===== config.mk =====
export PLATFORM = sky130hd
export DESIGN_NAME = csit_top
export DESIGN_NICKNAME = d
export VERILOG_FILES = /design/src/include/csit_pkg.sv /design/src/include/csit_pit_if.sv /design/src/verilog/csit_div.sv /design/src/verilog/csit_pit.sv /design/src/verilog/csit_top.sv
export SDC_FILE = /design/constraint.sdc
export NUM_CORES = 1
export LEC_CHECK = 0
export BUFFER_PORTS_ARGS = -buffer_cell sky130_fd_sc_hd__buf_2
export CORE_UTILIZATION = 45
export CTS_CLUSTER_DIAMETER = 80
export DETAILED_ROUTE_END_ITERATION = 8
export PLACE_DENSITY = 0.65
export SLEW_MARGIN = 40
export SYNTH_ARGS = -nofsm -noshare
export SYNTH_HDL_FRONTEND = slang
export SYNTH_HIERARCHICAL = 1
export SYNTH_SLANG_ARGS = --single-unit
export TNS_END_PERCENT = 50

===== constraint.sdc =====
create_clock -name clk -period 3.39 [get_ports clk]
set_input_delay 0 -clock clk [delete_from_list [all_inputs] [get_ports clk]]
set_output_delay 0 -clock clk [all_outputs]
set_load 0.05 [all_outputs]

===== src/include/csit_pkg.sv =====
/*
 * Shared constants for the clock select and interval timer block:
 * register indexes, field positions, reset values and divide ratios.
 * Assumes an 8-bit register file behind a 32-bit Wishbone slave.
 */
package csit_pkg;

    // Register indexes; byte address is four times the index
    localparam logic [9:0] CPU_RSVD_IDX   = 10'h030;
    localparam logic [9:0] TMR_CFG_IDX    = 10'h031;
    localparam logic [9:0] OSC_CTL0_IDX   = 10'h1e0;
    localparam logic [9:0] RELOAD_LO_IDX  = 10'h040;
    localparam logic [9:0] RELOAD_HI_IDX  = 10'h041;
    localparam logic [9:0] COUNT_LO_IDX   = 10'h042;
    localparam logic [9:0] COUNT_HI_IDX   = 10'h043;
    localparam logic [9:0] STATUS_IDX     = 10'h044;

    // Reset values
    localparam logic [7:0]  TMR_CFG_RST   = 8'h8f;
    localparam logic [7:0]  OSC_CTL0_RST  = 8'h08;
    localparam logic [11:0] RELOAD_RST    = 12'h000;

    // Oscillator control zero fields
    localparam int CONT_MON_BIT  = 5;
    localparam int SLEEP_SEL_LSB = 3;
    localparam int CPU_SPD_LSB   = 0;

    // Timer clock config fields
    localparam int CAP_DIV_LSB = 6;
    localparam int CAP_SEL_LSB = 4;
    localparam int INT_DIV_LSB = 2;
    localparam int INT_SEL_LSB = 0;

    // Status register fields
    localparam int ST_INT_SEL_LSB = 0;
    localparam int ST_CAP_SEL_LSB = 2;
    localparam int ST_INT_PEND    = 4;
    localparam int ST_CAP_PEND    = 5;

    // Timer clock source codes
    localparam logic [1:0] SRC_FAST = 2'h0;
    localparam logic [1:0] SRC_SLOW = 2'h2;
    localparam logic [1:0] SRC_CAP  = 2'h3;   // Interval source only
    localparam logic [1:0] SRC_STOP = 2'h3;   // Capture source only

    // Divide ratios in oscillator and capture ticks
    localparam int DIV_W            = 16;
    localparam logic [15:0] SLEEP_BASE_DIV = 16'h0040;   // 32 kHz / 64 = 512 Hz
    localparam int SLEEP_STEP_SHIFT = 3;                 // Each code step is /8
    localparam int FIXED_INTERVAL_US  = 1024;
    localparam int CAPTURE_NOMINAL_MHZ = 4;
    localparam logic [15:0] FIXED_DIV = 16'(FIXED_INTERVAL_US * CAPTURE_NOMINAL_MHZ);

    localparam int PIT_W = 12;

    // Processor clock divide from the 24 MHz oscillator
    function automatic logic [15:0] cpu_divisor(input logic [2:0] spd);
        unique case (spd)
            3'h0:    cpu_divisor = 16'h0008;   // 3 MHz
            3'h1:    cpu_divisor = 16'h0004;   // 6 MHz
            3'h2:    cpu_divisor = 16'h0002;   // 12 MHz
            3'h4:    cpu_divisor = 16'h0010;   // 1.5 MHz
            3'h5:    cpu_divisor = 16'h0020;   // 750 kHz
            3'h6:    cpu_divisor = 16'h0080;   // 187 kHz
            default: cpu_divisor = 16'h0008;   // Reserved codes run at 3 MHz
        endcase
    endfunction : cpu_divisor

endpackage : csit_pkg


===== src/include/csit_pit_if.sv =====
/*
 * Carrier between the register file and the interval down-counter.
 * Assumes both ends share clk and arst_n.
 */
`timescale 1ns/100ps
`default_nettype none

interface csit_pit_if;
    logic [11:0] reload_value;
    logic [11:0] count;
    logic        reload_pulse;

    modport timer (input reload_value, output count, output reload_pulse);
    modport ctrl  (output reload_value, input count, input reload_pulse);
endinterface : csit_pit_if

`default_nettype wire


===== src/verilog/csit_div.sv =====
/*
 * Programmable tick divider: one output pulse per divisor input ticks.
 * Assumes tick_in is a one-cycle enable in the clk domain.
 */
`timescale 1ns/100ps
`default_nettype none

module csit_div
    import csit_pkg::*;
#(
    parameter int W = 16
) (
    input  wire logic         clk,
    input  wire logic         arst_n,
    input  wire logic         tick_in,
    input  wire logic [W-1:0] divisor,
    output var  logic         tick_out
);

    logic [W-1:0] cnt_reg;
    logic [W-1:0] last;

    // Divisor 0 behaves as 1; a shrunk divisor wraps at once
    assign last = (divisor == '0) ? '0 : divisor - W'(1);

    always_ff @(posedge clk or negedge arst_n) begin
        if (!arst_n) begin
            cnt_reg  <= '0;
            tick_out <= 1'b0;
        end else if (tick_in) begin
            if (cnt_reg >= last) begin
                cnt_reg  <= '0;
                tick_out <= 1'b1;
            end else begin
                cnt_reg  <= cnt_reg + W'(1);
                tick_out <= 1'b0;
            end
        end else begin
            tick_out <= 1'b0;
        end
    end

endmodule : csit_div

`default_nettype wire


===== src/verilog/csit_pit.sv =====
/*
 * Reloading 12-bit down-counter of the interval timer.
 * Assumes tick is the interval timer clock enable, one cycle wide.
 */
`timescale 1ns/100ps
`default_nettype none

module csit_pit
    import csit_pkg::*;
(
    input  wire logic clk,
    input  wire logic arst_n,
    input  wire logic tick,
    csit_pit_if.timer pit
);

    logic [PIT_W-1:0] count_reg;
    logic             reload_reg;

    // Count down; the tick after zero loads the reload value
    always_ff @(posedge clk or negedge arst_n) begin
        if (!arst_n) begin
            count_reg  <= '0;
            reload_reg <= 1'b0;
        end else if (tick) begin
            if (count_reg == '0) begin
                count_reg  <= pit.reload_value;   // see RULE_12
                reload_reg <= 1'b1;               // see RULE_13
            end else begin
                count_reg  <= count_reg - PIT_W'(1);
                reload_reg <= 1'b0;
            end
        end else begin
            reload_reg <= 1'b0;
        end
    end

    assign pit.count        = count_reg;
    assign pit.reload_pulse = reload_reg;

endmodule : csit_pit

`default_nettype wire


===== src/verilog/csit_top.sv =====
/*
 * Clock select and interval timer: processor clock rate, sleep tick,
 * capture and interval timer clocks, supply monitor gating, 12-bit
 * interval timer and its interrupt, behind a classic Wishbone slave.
 * Assumes oscillator edges arrive as one-cycle tick inputs synchronous
 * to clk, and that clk is faster than the fastest oscillator tick.
 */
// Overview of operation
// RULE_01: CPU speed code picks 3, 6, 12, 1.5 MHz, 750 or 187 kHz.
// RULE_02: CPU speed field resets to zero, giving 3 MHz.
// RULE_03: Sleep field picks 512, 64, 8 or 1 Hz sleep tick.
// RULE_04: Continuous-monitor set keeps supply detection on throughout sleep.
// RULE_05: Continuous-monitor clear powers supply detection per sleep duty cycle.
// RULE_06: Supply detection duty cycling is independent of sleep interval.
// RULE_07: Capture divider codes divide by 2, 4, 6 or 8.
// RULE_08: Capture source: fast oscillator, slow oscillator, or stopped.
// RULE_09: Interval divider codes divide by 1, 2, 3 or 4.
// RULE_10: Interval source: fast oscillator, slow oscillator or capture clock.
// RULE_11: Source switch completes only while old and new clocks run; stopping the capture clock here needs only the old one.
// RULE_12: Interval timer is 12-bit down counter reloading after zero.
// RULE_13: Interval timer requests an interrupt on every reload; reloads that come while a request is still pending merge into one.
// RULE_14: Reload value is read/write while running; firmware avoids split reloads.
// RULE_15: Firmware rereads the counter until two readings agree on slow clock.
// RULE_16: Fixed 1024 us timer derives from capture clock, scaling with it.
// RULE_17: Firmware loads oscillator gain for supply, 0xFF at 2.70 V.
// RULE_18: Gain is 0x40 at 3.3 or 3.0 V, 0xFF at 2.85 V.
// RULE_19: Firmware takes oscillator trims from the supervisory table entries.
// RULE_20: Interrupt is one pulse, aligned to the processor clock enable.
`timescale 1ns/100ps
`default_nettype none

module csit_top
    import csit_pkg::*;
(
    input  wire logic        clk,
    input  wire logic        arst_n,
    input  wire logic        wb_cyc,
    input  wire logic        wb_stb,
    input  wire logic        wb_we,
    input  wire logic [11:0] wb_adr,
    input  wire logic [3:0]  wb_sel,
    input  wire logic [31:0] wb_dat_w,
    output var  logic [31:0] wb_dat_r,
    output var  logic        wb_ack,
    input  wire logic        fast_osc_tick,
    input  wire logic        slow_osc_tick,
    input  wire logic        fast_osc_running,
    input  wire logic        slow_osc_running,
    input  wire logic        sleep_active,
    input  wire logic        sleep_duty_on,
    output var  logic        processor_clock_en,
    output var  logic        capture_clock_en,
    output var  logic        interval_clock_en,
    output var  logic        sleep_tick,
    output var  logic        fixed_interval_tick,
    output var  logic        interval_irq,
    output var  logic        supply_monitor_en
);

    // Register file state
    logic [7:0]       osc_ctl0_reg;
    logic [7:0]       tmr_cfg_reg;
    logic [PIT_W-1:0] reload_reg;
    logic [1:0]       cap_sel_reg;      // Source actually in use
    logic [1:0]       int_sel_reg;
    logic             irq_pend_reg;

    // Bus decode
    logic [9:0] idx;
    logic       bus_req;
    logic       wr_en;
    logic       irq_pend_next;

    assign idx     = wb_adr[11:2];
    assign bus_req = wb_cyc && wb_stb && !wb_ack;
    assign wr_en   = bus_req && wb_we && wb_sel[0];

    csit_pit_if pit_bus ();

    // Field views
    logic [2:0] cpu_spd;
    logic [1:0] sleep_sel;
    logic       cont_mon;
    logic [1:0] cap_div_code;
    logic [1:0] cap_sel_req;
    logic [1:0] int_div_code;
    logic [1:0] int_sel_req;

    assign cpu_spd      = osc_ctl0_reg[CPU_SPD_LSB +: 3];
    assign sleep_sel    = osc_ctl0_reg[SLEEP_SEL_LSB +: 2];
    assign cont_mon     = osc_ctl0_reg[CONT_MON_BIT];
    assign cap_div_code = tmr_cfg_reg[CAP_DIV_LSB +: 2];
    assign cap_sel_req  = tmr_cfg_reg[CAP_SEL_LSB +: 2];
    assign int_div_code = tmr_cfg_reg[INT_DIV_LSB +: 2];
    assign int_sel_req  = tmr_cfg_reg[INT_SEL_LSB +: 2];

    // Is a capture source code a running clock
    function automatic logic cap_src_runs(input logic [1:0] sel, input logic f,
                                          input logic s);
        unique case (sel)
            SRC_FAST: cap_src_runs = f;
            SRC_SLOW: cap_src_runs = s;
            default:  cap_src_runs = 1'b0;   // Stopped or reserved
        endcase
    endfunction : cap_src_runs

    // Is an interval source code a running clock
    function automatic logic int_src_runs(input logic [1:0] sel, input logic f,
                                          input logic s, input logic c);
        unique case (sel)
            SRC_FAST: int_src_runs = f;
            SRC_SLOW: int_src_runs = s;
            SRC_CAP:  int_src_runs = c;
            default:  int_src_runs = 1'b0;   // Reserved code
        endcase
    endfunction : int_src_runs

    logic cap_runs;
    logic cap_switch_ok;
    logic int_switch_ok;

    assign cap_runs = cap_src_runs(cap_sel_reg, fast_osc_running, slow_osc_running);

    // Stopping the capture clock needs only the old source running;
    // leaving a stopped capture clock never completes
    assign cap_switch_ok = cap_runs
        && ((cap_sel_req == SRC_STOP)
            || cap_src_runs(cap_sel_req, fast_osc_running, slow_osc_running)); // see RULE_11
    assign int_switch_ok =
        int_src_runs(int_sel_reg, fast_osc_running, slow_osc_running, cap_runs)
        && int_src_runs(int_sel_req, fast_osc_running, slow_osc_running, cap_runs); // see RULE_11

    // Register writes; unmapped and read-only indexes ignore writes
    always_ff @(posedge clk or negedge arst_n) begin
        if (!arst_n) begin
            osc_ctl0_reg <= OSC_CTL0_RST;                  // see RULE_02
            tmr_cfg_reg  <= TMR_CFG_RST;
            reload_reg   <= RELOAD_RST;
        end else if (wr_en) begin
            unique case (idx)
                OSC_CTL0_IDX:  osc_ctl0_reg <= {2'h0, wb_dat_w[5:0]};
                TMR_CFG_IDX:   tmr_cfg_reg  <= wb_dat_w[7:0];
                // Halves are written separately while the counter runs
                RELOAD_LO_IDX: reload_reg[7:0]  <= wb_dat_w[7:0];   // see RULE_14
                RELOAD_HI_IDX: reload_reg[11:8] <= wb_dat_w[3:0];   // see RULE_14
                default: ;
            endcase
        end
    end

    // Active sources follow the requests only when the switch can complete
    always_ff @(posedge clk or negedge arst_n) begin
        if (!arst_n) begin
            cap_sel_reg <= TMR_CFG_RST[CAP_SEL_LSB +: 2];
            int_sel_reg <= TMR_CFG_RST[INT_SEL_LSB +: 2];
        end else begin
            if (cap_sel_req != cap_sel_reg && cap_switch_ok) begin
                cap_sel_reg <= cap_sel_req;                 // see RULE_11
            end
            if (int_sel_req != int_sel_reg && int_switch_ok) begin
                int_sel_reg <= int_sel_req;                 // see RULE_11
            end
        end
    end

    // Processor clock enable from the fast oscillator
    csit_div #(.W(DIV_W)) u_cpu_div (
        .clk      (clk),
        .arst_n   (arst_n),
        .tick_in  (fast_osc_tick),
        .divisor  (cpu_divisor(cpu_spd)),                  // see RULE_01
        .tick_out (processor_clock_en)
    );

    // Sleep tick from the slow oscillator: 512, 64, 8 or 1 Hz
    logic [DIV_W-1:0] sleep_div;
    assign sleep_div = DIV_W'(SLEEP_BASE_DIV
        << (SLEEP_STEP_SHIFT * int'(sleep_sel)));          // see RULE_03

    csit_div #(.W(DIV_W)) u_sleep_div (
        .clk      (clk),
        .arst_n   (arst_n),
        .tick_in  (slow_osc_tick),
        .divisor  (sleep_div),
        .tick_out (sleep_tick)
    );

    // Capture clock: source mux then divide by 2, 4, 6, 8
    logic             cap_src_tick;
    logic [DIV_W-1:0] cap_div;

    always_comb begin
        unique case (cap_sel_reg)
            SRC_FAST: cap_src_tick = fast_osc_tick;        // see RULE_08
            SRC_SLOW: cap_src_tick = slow_osc_tick;        // see RULE_08
            default:  cap_src_tick = 1'b0;                 // Stopped
        endcase
    end
    assign cap_div = DIV_W'({cap_div_code, 1'b0}) + DIV_W'(2); // see RULE_07

    csit_div #(.W(DIV_W)) u_cap_div (
        .clk      (clk),
        .arst_n   (arst_n),
        .tick_in  (cap_src_tick),
        .divisor  (cap_div),
        .tick_out (capture_clock_en)
    );

    // Fixed interval: 4096 capture ticks, so it scales with the capture rate
    csit_div #(.W(DIV_W)) u_fixed_div (
        .clk      (clk),
        .arst_n   (arst_n),
        .tick_in  (capture_clock_en),                     // see RULE_16
        .divisor  (FIXED_DIV),
        .tick_out (fixed_interval_tick)
    );

    // Interval clock: source mux then divide by 1 to 4
    logic             int_src_tick;
    logic [DIV_W-1:0] int_div;

    always_comb begin
        unique case (int_sel_reg)
            SRC_FAST: int_src_tick = fast_osc_tick;        // see RULE_10
            SRC_SLOW: int_src_tick = slow_osc_tick;        // see RULE_10
            SRC_CAP:  int_src_tick = capture_clock_en;     // see RULE_10
            default:  int_src_tick = 1'b0;                 // Reserved code
        endcase
    end
    assign int_div = DIV_W'(int_div_code) + DIV_W'(1);    // see RULE_09

    csit_div #(.W(DIV_W)) u_int_div (
        .clk      (clk),
        .arst_n   (arst_n),
        .tick_in  (int_src_tick),
        .divisor  (int_div),
        .tick_out (interval_clock_en)
    );

    // Interval down-counter
    assign pit_bus.reload_value = reload_reg;

    csit_pit u_pit (
        .clk    (clk),
        .arst_n (arst_n),
        .tick   (interval_clock_en),
        .pit    (pit_bus.timer)
    );

    // Interrupt waits for the next processor clock enable so the CPU
    // never misses a reload that falls between its slow clock edges;
    // a reload on the release cycle keeps the request pending
    assign irq_pend_next = pit_bus.reload_pulse
        || (irq_pend_reg && !processor_clock_en);          // see RULE_20

    always_ff @(posedge clk or negedge arst_n) begin
        if (!arst_n) begin
            irq_pend_reg <= 1'b0;
            interval_irq <= 1'b0;
        end else begin
            irq_pend_reg <= irq_pend_next;
            interval_irq <= irq_pend_reg && processor_clock_en; // see RULE_13
        end
    end

    // Supply monitor: always on when awake; in sleep, continuous or duty cycled.
    // The duty input is not tied to the sleep tick at all.
    always_ff @(posedge clk or negedge arst_n) begin
        if (!arst_n) begin
            supply_monitor_en <= 1'b1;
        end else if (!sleep_active) begin
            supply_monitor_en <= 1'b1;
        end else if (cont_mon) begin
            supply_monitor_en <= 1'b1;                     // see RULE_04
        end else begin
            supply_monitor_en <= sleep_duty_on;            // see RULE_05, see RULE_06
        end
    end

    // Read mux; reserved and unmapped indexes read zero
    logic [7:0] rd_byte;

    always_comb begin
        rd_byte = 8'h00;
        unique case (idx)
            CPU_RSVD_IDX:  rd_byte = 8'h00;
            OSC_CTL0_IDX:  rd_byte = osc_ctl0_reg;
            TMR_CFG_IDX:   rd_byte = tmr_cfg_reg;
            RELOAD_LO_IDX: rd_byte = reload_reg[7:0];              // see RULE_14
            RELOAD_HI_IDX: rd_byte = {4'h0, reload_reg[11:8]};
            COUNT_LO_IDX:  rd_byte = pit_bus.count[7:0];
            COUNT_HI_IDX:  rd_byte = {4'h0, pit_bus.count[11:8]};
            STATUS_IDX:    rd_byte = {2'h0,
                                      cap_sel_req != cap_sel_reg,
                                      int_sel_req != int_sel_reg,
                                      cap_sel_reg, int_sel_reg};
            default:       rd_byte = 8'h00;
        endcase
    end

    // Single-cycle answer; ack drops the cycle after it was given
    always_ff @(posedge clk or negedge arst_n) begin
        if (!arst_n) begin
            wb_ack   <= 1'b0;
            wb_dat_r <= 32'h0000_0000;
        end else begin
            wb_ack <= bus_req;
            if (bus_req && !wb_we) begin
                wb_dat_r <= {24'h00_0000, rd_byte};
            end
        end
    end

endmodule : csit_top

`default_nettype wire


==> summary.md <==
| Metric | Value |
|---|---|
| Status | finished, violations left |
| Crit path kind | flip-flop to flip-flop |
| Startpoint types | flip-flop |
| Initial core utilization | 0.464 |
| Hold Path Sink | wb_dat_r[2] |
| IO Pins | 99 |
| Vias in the first global route | roughly 9,400 |
| Port bufs | between 40 and 50 |
| Hold Path Class | input pin to flip-flop |
| Unique masters post-synth | 84 |
| Failing checks | negative setup slack |
| Post-synth ARST share | 1.00 |
| Via-to-Cell Ratio | 5.10 |
| Routability Congestion | 0.830 |
| Worst Reg-to-Reg Cells | 14 |
| #FFs+latches synth | 140 |
| Crit path time final | ~3.4 ns |
| Mapped Cells | between 1,000 and 1,500 |
| DR vias | around 9,800 |
| Worst vdd ir | around 0.00038 V |
| Wirelength per Cell | ~14 um |
| Post-synth EDFFs | 0 |
| Worst R2R Setup Slack | -0.06 ns |
| Compound-Gate Fraction of Synth Area | 0.122 |
| CP Capture Type | flip-flop |
| RR Endpoint | u_cap_div/cnt_reg[9] |
| Required @ worst endpoint | about 3.7 ns |
| Count leader, synth | nand2_1 |
| Post-Synth Adder-Cell Area | 0.109 |
| Synth area leaders | dfrtp_1 (29%), ha_1 (11%), nand2_1 (6.1%) |
| Routed WL | around 27,000 um |
| Global route overflow | 0 |
| Xor/xnor share of the synthesized area | 0.0931 |
| Layout net count | 1,749 |
| CTS tree | yes |
| Antenna violations before repair | 0 |
| CTS Sinks | 140 |
| Max-Cap Viols | 0 |
| Yosys top cell by area | dfrtp_1 |
| Synth Area in Simple Gates | 0.270 |
| Clock Path Buffers | 2 |
| Final worst slack | -0.0572 ns |
| Share of cells above drive strength 1 | 0.203 |
| Final setup vio count | 12 |
| Final period utilization | 1.02 |
| Root buffer cell | clkbuf_16 |
| Hold Path Cell Cnt | 4 |
| DR DRC count | 0 |
| Dpl cell area | between 10,000 and 15,000 um^2 |
| DRT Pass-1 Iters | 5 |
| Pre-CTS setup slack | -0.156 ns |
| Design Area, Final | 14,600 um^2 |
| Die width | 161 um |
| Largest net degree at the start of global routing | a little over 90 |
| DR iter-0 viols | 710 |
| Main combinational cell family by area after synthesis | simple AND/OR/NAND/NOR gates |
| Hold_sp | wb_adr[10] |
| Syn Area/Cell | 8.96 um^2 |
| Clk slew on worst S/H paths | around 0.06 ns |
| Part of the Yosys area used for sequential elements | 0.309 |
| Post-synth top area share | 0.288 |
| P&R area growth vs syn | 28.2% |
| Max Freq | roughly 0.29 GHz |
| Clk Latency, worst-skew pair | 0.43 ns |
| Syn Std Cell Area | around 11,000 um^2 |
| Yosys warnings | 6 |
| Crit Path Max Fanout | 6 |
| Worst slew pin tran | roughly 0.72 ns |
| # H-tree levels | 4 |
| First-pass GRT wire length | about 45,000 um |
| # rows | 57 |
| Leak | a little under 7 nW |
| Num CTS Buffers | 17 |
| RSZ-0062 raised after global routing | true |
| Core box area | roughly 25,000 um^2 |
| Die height | 161 um |
| Ant diodes | 0 |
| FF-to-FF Start | tmr_cfg_reg[7] |
| Pwr dens | 317 nW/um^2 |
| Main synth FF type | dfrtp_1 |
| Multiplexer share of the synthesized area | 0.0474 |
| Clock Skew | 0.0120 ns |
| Top post-synthesis cells by count | nand2_1 (184), dfrtp_1 (131), ha_1 (99), nor2_1 (81), xor2_1 (69) |
| Arrival time worst endpoint | 3.76 ns |
| Post-layout util | 0.595 |
| Slew headroom | 0.512 |
| Fillers | around 2,200 |
| Die area | 25,900 um^2 |
| Antenna violation net count after detailed routing | 0 |
| CP Launch Point | tmr_cfg_reg[7] |
| Max-slew violation count | 0 |
| Total track usage | 0.211 |
| Final Hold Viols | 0 |
| Dpl hpwl | between 15,000 and 20,000 um |
stage by stage:
step / hold WS [ns] / cells / power [mW] / setup TNS, ns
floorplan: -0.296 / 1492 / 2.42 / 0
global placement: 0.141 / 1860 / 2.57 / -0.658
detailed placement: 0.0657 / 1860 / 2.59 / -2.28
CTS: 0.00128 / 1913 / 4.63 / -0.432
global route: 0.0553 / 1928 / 4.89 / -7.28
finish: 0.0241 / 1928 / 4.63 / -0.474
cell type report:
class                      count  area, um^2  share of cell area
clock buffer                  19         443              0.0303
clock inverter                13         179              0.0123
inverter                      51         194              0.0133
multi-input combinational   1247        8800               0.603
sequential                   140        3520               0.241
tap                          324         405              0.0278
timing repair buffer         134        1060              0.0724
repair_timing:
| action | CTS | global route |
|---|---|---|
| hold endpoints to repair | 115 | 0 |
| setup endpoints to repair | 49 | 68 |
| pin swaps | 14 | 72 |
| gates cloned | 1 | 3 |
| buffers inserted | 4 | 12 |
| resized for setup | 17 | 123 |
| hold buffers | 17 | 0 |
report_power, final:
group          leakage (nW)  total (mW)  internal, mW  switching, mW
sequential             1.77        1.88          1.75          0.126
combinational          4.81       0.762         0.305          0.457
clock                 0.301        1.99          1.20          0.795
total                  6.88        4.63          3.25           1.38
worst max path at each step:
stage | endpoint | cells past startpoint
6_report | u_cap_div/cnt_reg[9] | 14
2_1_floorplan | u_cpu_div/cnt_reg[1] | 15
5_1_grt | u_cap_div/cnt_reg[10] | 14
4_1_cts | u_cap_div/cnt_reg[5] | 13
3_3_place_gp | u_int_div/cnt_reg[3] | 13
3_5_place_dp | u_cpu_div/cnt_reg[3] | 13
layer usage:
metal	up-vias	wire length, um	share of wire	track usage
met5	-	0	0	0
met4	0	287	0.011	0.0575
met3	24	734	0.027	0.0316
met2	146	13400	0.50	0.363
met1	4677	12600	0.47	0.277
li1	4986	-	-	-
cell families (layout without fill, tap and decap cells):
| kind of cell | Yosys count | count (layout) |
|---|---|---|
| AO/OA/AOI/OAI | 193 | 193 |
| XOR/XNOR | 121 | 121 |
| adder cells (fa/ha/maj) | 99 | 99 |
| buffers and inverters | 107 | 217 |
| flip-flops | 140 | 140 |
| multiplexers | 45 | 45 |
| other | 2 | 223 |
| AND/OR/NAND/NOR | 564 | 566 |
critical path, stage by stage, from the launching register on:
cell and delay (ns):
dfstp_2 0.55, ha_4 0.21, nor4_4 0.16, buf_4 0.20, nand3_4 0.10, nor4_4 0.17, xor2_1 0.23, nand2_2 0.10
ha_4 0.28, nand4_4 0.10, nor3_4 0.21, or4b_4 0.52, a31oi_4 0.26, clkbuf_16 0.22, nor2_4 0.03
placed cells by master (no fill, tap or decap), types with 8 or more instances in the layout:
cell,netlist,final
a21o_1,8,8
a21oi_1,67,58
a21oi_2,1,10
a22oi_1,9,9
and2_1,17,17
and3_1,17,15
buf_2,5,44
buf_4,24,58
buf_6,4,8
clkbuf_16,0,19
conb_1,2,223
dfrtp_1,131,127
dfstp_2,9,9
dlygate4sd3_1,0,17
ha_1,99,84
ha_4,0,14
inv_1,51,44
mux2_1,10,10
mux2_2,9,9
mux2_4,8,8
mux2i_1,16,16
nand2_1,184,174
nand2b_1,18,18
nand3_1,42,39
nand3_4,4,8
nand4_1,44,44
nor2_1,81,61
nor2_2,9,15
nor2_4,0,14
nor3_1,43,35
nor3_2,2,8
nor3b_1,9,9
nor4_1,20,15
nor4_2,8,8
o21ai_0,32,31
or3_1,9,8
xnor2_1,52,49
xor2_1,69,69
Power figures use the tool's default switching activity.
